**config.mk**
```make
export PLATFORM = sky130hd
export DESIGN_NAME = mtc_timer
export DESIGN_NICKNAME = d
export VERILOG_FILES = /design/src/rtl/mtc_timer.v /design/src/rtl/mtc_edge_detect.v
export VERILOG_INCLUDE_DIRS = /design/src /design/src/rtl
export SDC_FILE = /design/constraint.sdc
export NUM_CORES = 1
export LEC_CHECK = 0
export ABC_AREA = 1
export BUFFER_PORTS_ARGS = -buffer_cell sky130_fd_sc_hd__buf_2
export CAP_MARGIN = 20
export CORE_ASPECT_RATIO = 0.75
export CORE_MARGIN = 4
export CORE_UTILIZATION = 55
export CTS_CLUSTER_SIZE = 25
export DETAILED_ROUTE_END_ITERATION = 6
export PLACE_DENSITY_LB_ADDON = 0.25
export SLEW_MARGIN = 20
export SYNTH_ARGS = -nofsm -noshare
export SYNTH_HDL_FRONTEND = slang
export SYNTH_SLANG_ARGS = --single-unit
```
**constraint.sdc**
```tcl
create_clock -name pclk -period 2.6 [get_ports pclk]
set_clock_uncertainty 0.15 [all_clocks]
set_input_delay 0.52 -clock pclk [delete_from_list [all_inputs] [get_ports pclk]]
set_output_delay 0.52 -clock pclk [all_outputs]
set_load 0.02 [all_outputs]
```
**src/rtl/mtc_regs.vh**
```
`ifndef MTC_REGS_VH
`define MTC_REGS_VH
// register indices; the byte address on the bus is four times the index
`define MTC_IDX_TOE      12'h0fa2
`define MTC_IDX_MODE     12'h0fa0
`define MTC_IDX_MODULO   12'h0fa4
`define MTC_IDX_COUNT    12'h0fa5
`define MTC_IDX_STATUS   12'h0fa6
`define MTC_IDX_CLEAR    12'h0fa7
`define MTC_IDX_IEN      12'h0fa8
`define MTC_IDX_START    12'h0fa9
// mode register fields
`define MTC_MODE_RUN     2
`define MTC_MODE_START   3
`define MTC_MODE_SEL_LO  4
`define MTC_MODE_SEL_HI  6
// select codes
`define MTC_SEL_EXT      3'h0
`define MTC_SEL_DIV0     3'h4
`define MTC_SEL_DIV1     3'h5
`define MTC_SEL_DIV2     3'h6
`define MTC_SEL_DIV3     3'h7
// prescaler taps (bit of a free counter)
`define MTC_TAP0         9
`define MTC_TAP1         7
`define MTC_TAP2         5
`define MTC_TAP3         3
`define MTC_PRE_W        10
// reset values
`define MTC_MODE_RST     8'h00
`define MTC_BYTE_ZERO    8'h00
// status bits
`define MTC_ST_MATCH     0
`define MTC_ST_START     1
`define MTC_ST_W         2
`endif

```
**src/rtl/mtc_timer.v**
```verilog
// Decided for this implementation: the APB interface to the registers.
`timescale 1ns/1ns
`default_nettype none
`include "mtc_regs.vh"
// Contract
// - mode bit 3 starts counting, settable alone, self-clears the cycle after it is set, even with run bit 0
// - mode register is 8 bits, whole-byte write; start bit also alone
// - reset clears the mode register
// - write-only output enable gates toggle flop onto output pin
// - each match without a start in the same cycle inverts the toggle flop
// - setting the start bit clears the toggle flop
// - reset clears output enable and toggle flop
// - run bit 0 blocks count pulses, counter holds
// - run bit 1 feeds pulse chosen by bits 4 to 6
// - pin, modulo write, count read, flag access work in any mode
// - modulo register loads as one 8-bit write
// - external source selected: pin output is input divided by 2(N+1)
// - generated clock goes to serial interface as shift clock
// - count equals modulo when a count pulse arrives: match, invert flop, clear count
// - match interval is (modulo plus one) count pulse periods
module mtc_timer (
  input  wire        pclk,
  input  wire        presetn,
  input  wire        psel,
  input  wire        penable,
  input  wire        pwrite,
  input  wire [13:0] paddr,
  input  wire [31:0] pwdata,
  output reg  [31:0] prdata,
  output wire        pready,
  output wire        pslverr,
  input  wire        external_event_input,
  output wire        toggle_output_pin,
  output wire        toggle_output_pin_oe,
  output wire        shift_clock,
  output wire        irq
);
  reg  [7:0]             counter_mode_control_r;
  reg                    toggle_output_enable_r;
  reg                    toggle_flip_flop_r;
  reg  [7:0]             modulo_value_reg_r;
  reg  [7:0]             count_value_reg_r;
  reg  [`MTC_ST_W-1:0]   status_r;
  reg  [`MTC_ST_W-1:0]   ien_r;
  reg  [`MTC_PRE_W-1:0]  pre_r;
  reg  [`MTC_PRE_W-1:0]  pre_nxt;
  reg                    count_pulse;
  reg                    hit;
  reg  [11:0]            idx;
  wire                   ext_rise;
  wire [`MTC_PRE_W-1:0]  pre_rise;
  wire                   wr;
  wire                   rd;
  wire                   addr_ok;
  wire                   start_req;
  wire                   match;
  wire [2:0]             sel;

  // byte address is four times the register index
  always @* begin
    idx = paddr[13:2];
  end
  assign wr      = psel & penable & pwrite;
  assign rd      = psel & ~pwrite;
  assign pready  = 1'b1; // zero-wait slave
  assign pslverr = psel & penable & ~addr_ok;
  assign addr_ok = (idx == `MTC_IDX_TOE) | (idx == `MTC_IDX_MODE) | (idx == `MTC_IDX_MODULO) |
                   (idx == `MTC_IDX_COUNT) | (idx == `MTC_IDX_STATUS) |
                   (idx == `MTC_IDX_CLEAR) | (idx == `MTC_IDX_IEN) | (idx == `MTC_IDX_START);

  // the start bit is written either through the mode byte or its own alias
  assign start_req = wr & (((idx == `MTC_IDX_MODE) & pwdata[`MTC_MODE_START]) |
                           ((idx == `MTC_IDX_START) & pwdata[0]));
  assign sel = counter_mode_control_r[`MTC_MODE_SEL_HI:`MTC_MODE_SEL_LO];

  // free prescaler; taps give slower count pulses as one-cycle enables
  always @* begin
    pre_nxt = pre_r + {{(`MTC_PRE_W-1){1'b0}}, 1'b1};
  end
  always @(posedge pclk or negedge presetn) begin
    if (!presetn) pre_r <= {`MTC_PRE_W{1'b0}};
    else pre_r <= pre_nxt;
  end

  // one rising-edge detector per prescaler bit
  genvar gi;
  generate
    for (gi = 0; gi < `MTC_PRE_W; gi = gi + 1) begin : g_tap
      mtc_edge_detect u_tap (
        .pclk    (pclk),
        .presetn (presetn),
        .sig     (pre_r[gi]),
        .rise    (pre_rise[gi])
      );
    end
  endgenerate

  // external event edges are counted, so the pin divides by 2(N+1)
  mtc_edge_detect u_ext (
    .pclk    (pclk),
    .presetn (presetn),
    .sig     (external_event_input),
    .rise    (ext_rise)
  );

  // count pulse mux; unlisted codes give no pulse
  always @* begin
    case (sel)
      `MTC_SEL_EXT:  count_pulse = ext_rise;
      `MTC_SEL_DIV0: count_pulse = pre_rise[`MTC_TAP0];
      `MTC_SEL_DIV1: count_pulse = pre_rise[`MTC_TAP1];
      `MTC_SEL_DIV2: count_pulse = pre_rise[`MTC_TAP2];
      `MTC_SEL_DIV3: count_pulse = pre_rise[`MTC_TAP3];
      default:       count_pulse = 1'b0;
    endcase
    hit = count_pulse & counter_mode_control_r[`MTC_MODE_RUN];
  end

  // match when the counter equals modulo and another pulse arrives: period is N+1
  assign match = hit & (count_value_reg_r == modulo_value_reg_r);

  // mode register; start bit self-clears one cycle after it is set
  always @(posedge pclk or negedge presetn) begin
    if (!presetn) begin
      counter_mode_control_r <= `MTC_MODE_RST;
    end else if (wr & (idx == `MTC_IDX_MODE)) begin
      counter_mode_control_r <= pwdata[7:0];
    end else if (wr & (idx == `MTC_IDX_START) & pwdata[0]) begin
      counter_mode_control_r[`MTC_MODE_START] <= 1'b1;
    end else if (counter_mode_control_r[`MTC_MODE_START]) begin
      counter_mode_control_r[`MTC_MODE_START] <= 1'b0;
    end
  end

  // output enable and modulo, each a single whole write; modulo works in any mode
  always @(posedge pclk or negedge presetn) begin
    if (!presetn) begin
      toggle_output_enable_r <= 1'b0;
      modulo_value_reg_r     <= `MTC_BYTE_ZERO;
    end else begin
      if (wr & (idx == `MTC_IDX_TOE))
        toggle_output_enable_r <= pwdata[0];
      if (wr & (idx == `MTC_IDX_MODULO))
        modulo_value_reg_r <= pwdata[7:0];
    end
  end

  // counter and toggle flop; a start restarts both from zero
  always @(posedge pclk or negedge presetn) begin
    if (!presetn) begin
      count_value_reg_r  <= `MTC_BYTE_ZERO;
      toggle_flip_flop_r <= 1'b0;
    end else if (start_req) begin
      count_value_reg_r  <= `MTC_BYTE_ZERO;
      toggle_flip_flop_r <= 1'b0;
    end else if (match) begin
      count_value_reg_r  <= `MTC_BYTE_ZERO;
      toggle_flip_flop_r <= ~toggle_flip_flop_r;
    end else if (hit) begin
      count_value_reg_r  <= count_value_reg_r + 8'h01;
    end
  end

  // sticky status; a set in the same cycle as a clear wins
  always @(posedge pclk or negedge presetn) begin
    if (!presetn) begin
      status_r <= {`MTC_ST_W{1'b0}};
      ien_r    <= {`MTC_ST_W{1'b0}};
    end else begin
      if (wr & (idx == `MTC_IDX_IEN))
        ien_r <= pwdata[`MTC_ST_W-1:0];
      status_r[`MTC_ST_MATCH] <= match |
        (status_r[`MTC_ST_MATCH] &
         ~(wr & (idx == `MTC_IDX_CLEAR) & pwdata[`MTC_ST_MATCH]));
      status_r[`MTC_ST_START] <= start_req |
        (status_r[`MTC_ST_START] &
         ~(wr & (idx == `MTC_IDX_CLEAR) & pwdata[`MTC_ST_START]));
    end
  end

  assign irq = |(status_r & ien_r);

  // pin drives the flop when enabled, in any mode
  assign toggle_output_pin    = toggle_output_enable_r & toggle_flip_flop_r;
  assign toggle_output_pin_oe = toggle_output_enable_r;
  assign shift_clock          = toggle_flip_flop_r;

  // read data registered in setup phase; reading the count never touches it
  always @(posedge pclk or negedge presetn) begin
    if (!presetn) begin
      prdata <= 32'h0000_0000;
    end else if (rd & ~penable) begin
      case (idx)
        `MTC_IDX_MODE:   prdata <= {24'h00_0000, counter_mode_control_r};
        `MTC_IDX_MODULO: prdata <= {24'h00_0000, modulo_value_reg_r};
        `MTC_IDX_COUNT:  prdata <= {24'h00_0000, count_value_reg_r};
        `MTC_IDX_STATUS: prdata <= {30'h0000_0000, status_r};
        `MTC_IDX_IEN:    prdata <= {30'h0000_0000, ien_r};
        default:         prdata <= 32'h0000_0000;
      endcase
    end
  end
endmodule // mtc_timer
`default_nettype wire

```
**src/rtl/mtc_edge_detect.v**
```verilog
`timescale 1ns/1ns
`default_nettype none
// rising edge detector with registered history; input is already synchronous
module mtc_edge_detect (
  input  wire pclk,
  input  wire presetn,
  input  wire sig,
  output wire rise
);
  reg sig_r;
  // history flop for the edge compare
  always @(posedge pclk or negedge presetn) begin
    if (!presetn) sig_r <= 1'b0;
    else sig_r <= sig;
  end
  assign rise = sig & ~sig_r;
endmodule // mtc_edge_detect
`default_nettype wire

```
==> metrics <==
Unique masters post-synth 31; maximum clock frequency 421.5 MHz; Global Route Usage Sum 21.27%; placement row count 23; least setup slack across all paths after layout 227.5 ps; arrival time reported for the critical path endpoint 1700 ps; Post-Place Cells 514; cell at the root of the clock tree sky130_fd_sc_hd__clkbuf_8; post-layout util 63.10%; DR pass1 iterations 4; flop and latch count out of synthesis 53; outcome finished clean; Ports 90; final count of pins violating max slew 0; clk sinks 53; Lkg Pwr 0.001896 uW; Worst IR Drop VDD 0.2462 mV; max-cap violation count 0; area of all placed cells without fillers 3468 um^2; part of the power in the clock network 32.0%; setup tns final 0 ps; leading cell type in the layout, fill and taps excluded sky130_fd_sc_hd__nand2_1; sequential power share 58.2%; Non-Filler Instances 522; endpoint type of the worst setup path primary output; number of instances in the synthesized netlist 403; final weighted congestion in routability-driven placement 0.8851; netlist area before placement 3196 um^2; antenna diode count 0; number of synthesis warnings 0; first-pass GRT wire length 11580 um; final period utilization 91.25%; worst setup path class primary input to primary output; Tightest Hold Check Type primary input to asynchronous set/reset pin; Die X-Extent 96.02 um; DRC marker count from the first detailed-route iteration 149; switching part of the total power 26.43%; number of global-route vias before repair 2353; Post-Place Cell Area 3382 um^2; detailed-route vias per instance 4.912; Residual DRC 0; internal power consumption 1052 uW; routed wirelength normalized by instance count 13.39 um; fill cell instance count of the final layout 508; overall die area 7106 um^2; # Post-CTS Setup Buffers 0; # port buffers 38; initial core utilization 58.14%; DIE HEIGHT 74.01 um; hpwl dp 5512 um; Worst-Margin Slew 595.9 ps; P_sw 377.8 uW; maximum fanout along the worst path 3; Resized cells post-CTS 0; startpoint type of the worst setup path primary input; CP required 1930 ps; area grow syn2layout 8.536%; clock period minus worst slack 2373 ps; Post-Place Worst Slack 269.7 ps; most used cells in the layout excluding fill and tap cells 104 x sky130_fd_sc_hd__nand2_1, 53 x sky130_fd_sc_hd__dfrtp_1, 50 x sky130_fd_sc_hd__inv_1; Slew Limit Headroom 60.06%; pin count of the biggest net entering global routing 32; clock tree from TritonCTS yes; clock transition at the register clock pins on the worst setup and hold paths after CTS 100 ps; remaining antenna violation count 0; Placeable Area 5497 um^2; proportion of layout cells with a drive suffix above 1 20.58%; Clock Latency Late Sink 310 ps; power per standard cell area 412.2 nW/um^2; setup repair after global routing missed its margin false; portion of total power attributed to combinational logic 9.8%; vias after detailed routing 2564; clock buffers created by TritonCTS 5; count of endpoints failing setup in the final report 0; number of hold violations in the final report 0; antenna violations before repair 0; number of buffers added to fix hold violations after cts 0; sum of routed wire length over all layers 6988 um; maximum level of the CTS H-tree 2; global route total overflow 0; NumNets Final 500; proportion of synthesized chip area in sequential cells 41.50%; mean instance size in the synthesized netlist 7.929 um^2; Max clock buf depth 2
[cells in the mapped netlist (all sizes together)]
cell type | number | area share [%]
o32ai | 1 | 0.51
or2 | 2 | 0.39
buf | 30 | 7.3
nand3 | 45 | 7.2
nand3b | 1 | 0.24
inv | 53 | 6.2
a21oi | 2 | 0.31
o211ai | 4 | 0.94
a21boi | 1 | 0.24
ha | 2 | 0.78
xnor2 | 6 | 1.6
o21ai | 23 | 5.4
nand4 | 13 | 2.5
a22o | 1 | 0.27
nor3 | 6 | 1.3
dfrtp | 53 | 42
conb | 2 | 0.24
xor2 | 11 | 3.0
nand2 | 114 | 15
nor2 | 33 | 5.4
[final timing paths]
path                                                       start                                    end  slack [ps]  depth (start not counted)
setup / recovery                                        paddr[8]                                pslverr         230                          9
hold / removal                                           presetn                  status_r[1]$_DFF_PN0_          30                          1
setup reg to reg           counter_mode_control_r[4]$_DFFE_PN0P_                shift_clock$_DFFE_PN0P_         950                          7
hold reg to reg                               pre_r[9]$_DFF_PN0_         g_tap[9].u_tap.sig_r$_DFF_PN0_         280                          0
max in group asynchronous                                presetn  counter_mode_control_r[5]$_DFFE_PN0P_        1710                          2
min in group pclk                           external_event_input                  u_ext.sig_r$_DFF_PN0_         180                          1
[final cells by class]
class	count	area, um^2	area share (%)
Multi-Input combinational cell	290	1523	43.90
Sequential cell	53	1326	38.24
Timing Repair Buffer	43	240.2	6.926
Inverter	53	198.9	5.736
Tap cell	75	93.84	2.706
Clock buffer	5	68.82	1.984
Clock inverter	3	17.52	0.5050
[through the flow]
step / total power [uW] / hold slack (ps)
2_1_floorplan: 957.9 / 74.41
3_3_place_gp: 987.3 / 255.1
3_5_place_dp: 988.7 / 257.6
4_1_cts: 1445 / 44.75
6_report: 1430 / 34.73
5_1_grt: 1499 / 68.05
[power groups by stage]
stage / Combinational, uW / Clock, uW / Sequential [uW]
finish: 140 / 457 / 832
global placement: 139 / 0 / 849
detailed placement: 140 / 0 / 849
CTS: 140 / 472 / 832
global route: 156 / 510 / 833
floorplan: 102 / 0 / 856
[cells by family after synthesis]
kind of cell / count (synthesis) / synth area share, %
AND/OR/NAND/NOR: 214 / 31.64
adder cells (fa/ha/maj): 2 / 0.7830
XOR/XNOR: 17 / 4.659
AO/OA/AOI/OAI: 32 / 7.635
flip-flops: 53 / 41.50
buffers and inverters: 83 / 13.55
other: 2 / 0.2350
[flip-flops by register name, indices dropped and copies added, names as in the netlist]
name and flops:
prdata 8, shift_clock 1, ien_r 2, modulo_value_reg_r 8, g_tap.u_tap.sig_r 4, counter_mode_control_r 8
pre_r 10, toggle_output_pin_oe 1, u_ext.sig_r 1, status_r 2, count_value_reg_r 8
[worst max-delay path: stages]
cell and delay (ps):
sky130_fd_sc_hd__buf_2 100, sky130_fd_sc_hd__inv_1 40, sky130_fd_sc_hd__nand2_1 50, sky130_fd_sc_hd__nor2_1 200, sky130_fd_sc_hd__nand2_1 180, sky130_fd_sc_hd__nor3_1 250, sky130_fd_sc_hd__nand3b_1 150, sky130_fd_sc_hd__nor2_1 50
sky130_fd_sc_hd__buf_2 160
[metal layers]
layer | GRT usage [%] | up-vias | routed length (um) | share of wire [%]
met5 | 0 | - | 0 | 0
met4 | 5.678 | 0 | 76 | 1.1
met3 | 3.842 | 8 | 504 | 7.2
met2 | 30.15 | 83 | 2843 | 41
met1 | 33.38 | 1157 | 3564 | 51
li1 | - | 1316 | - | -
Note: power is estimated with default switching activity, not from simulation.
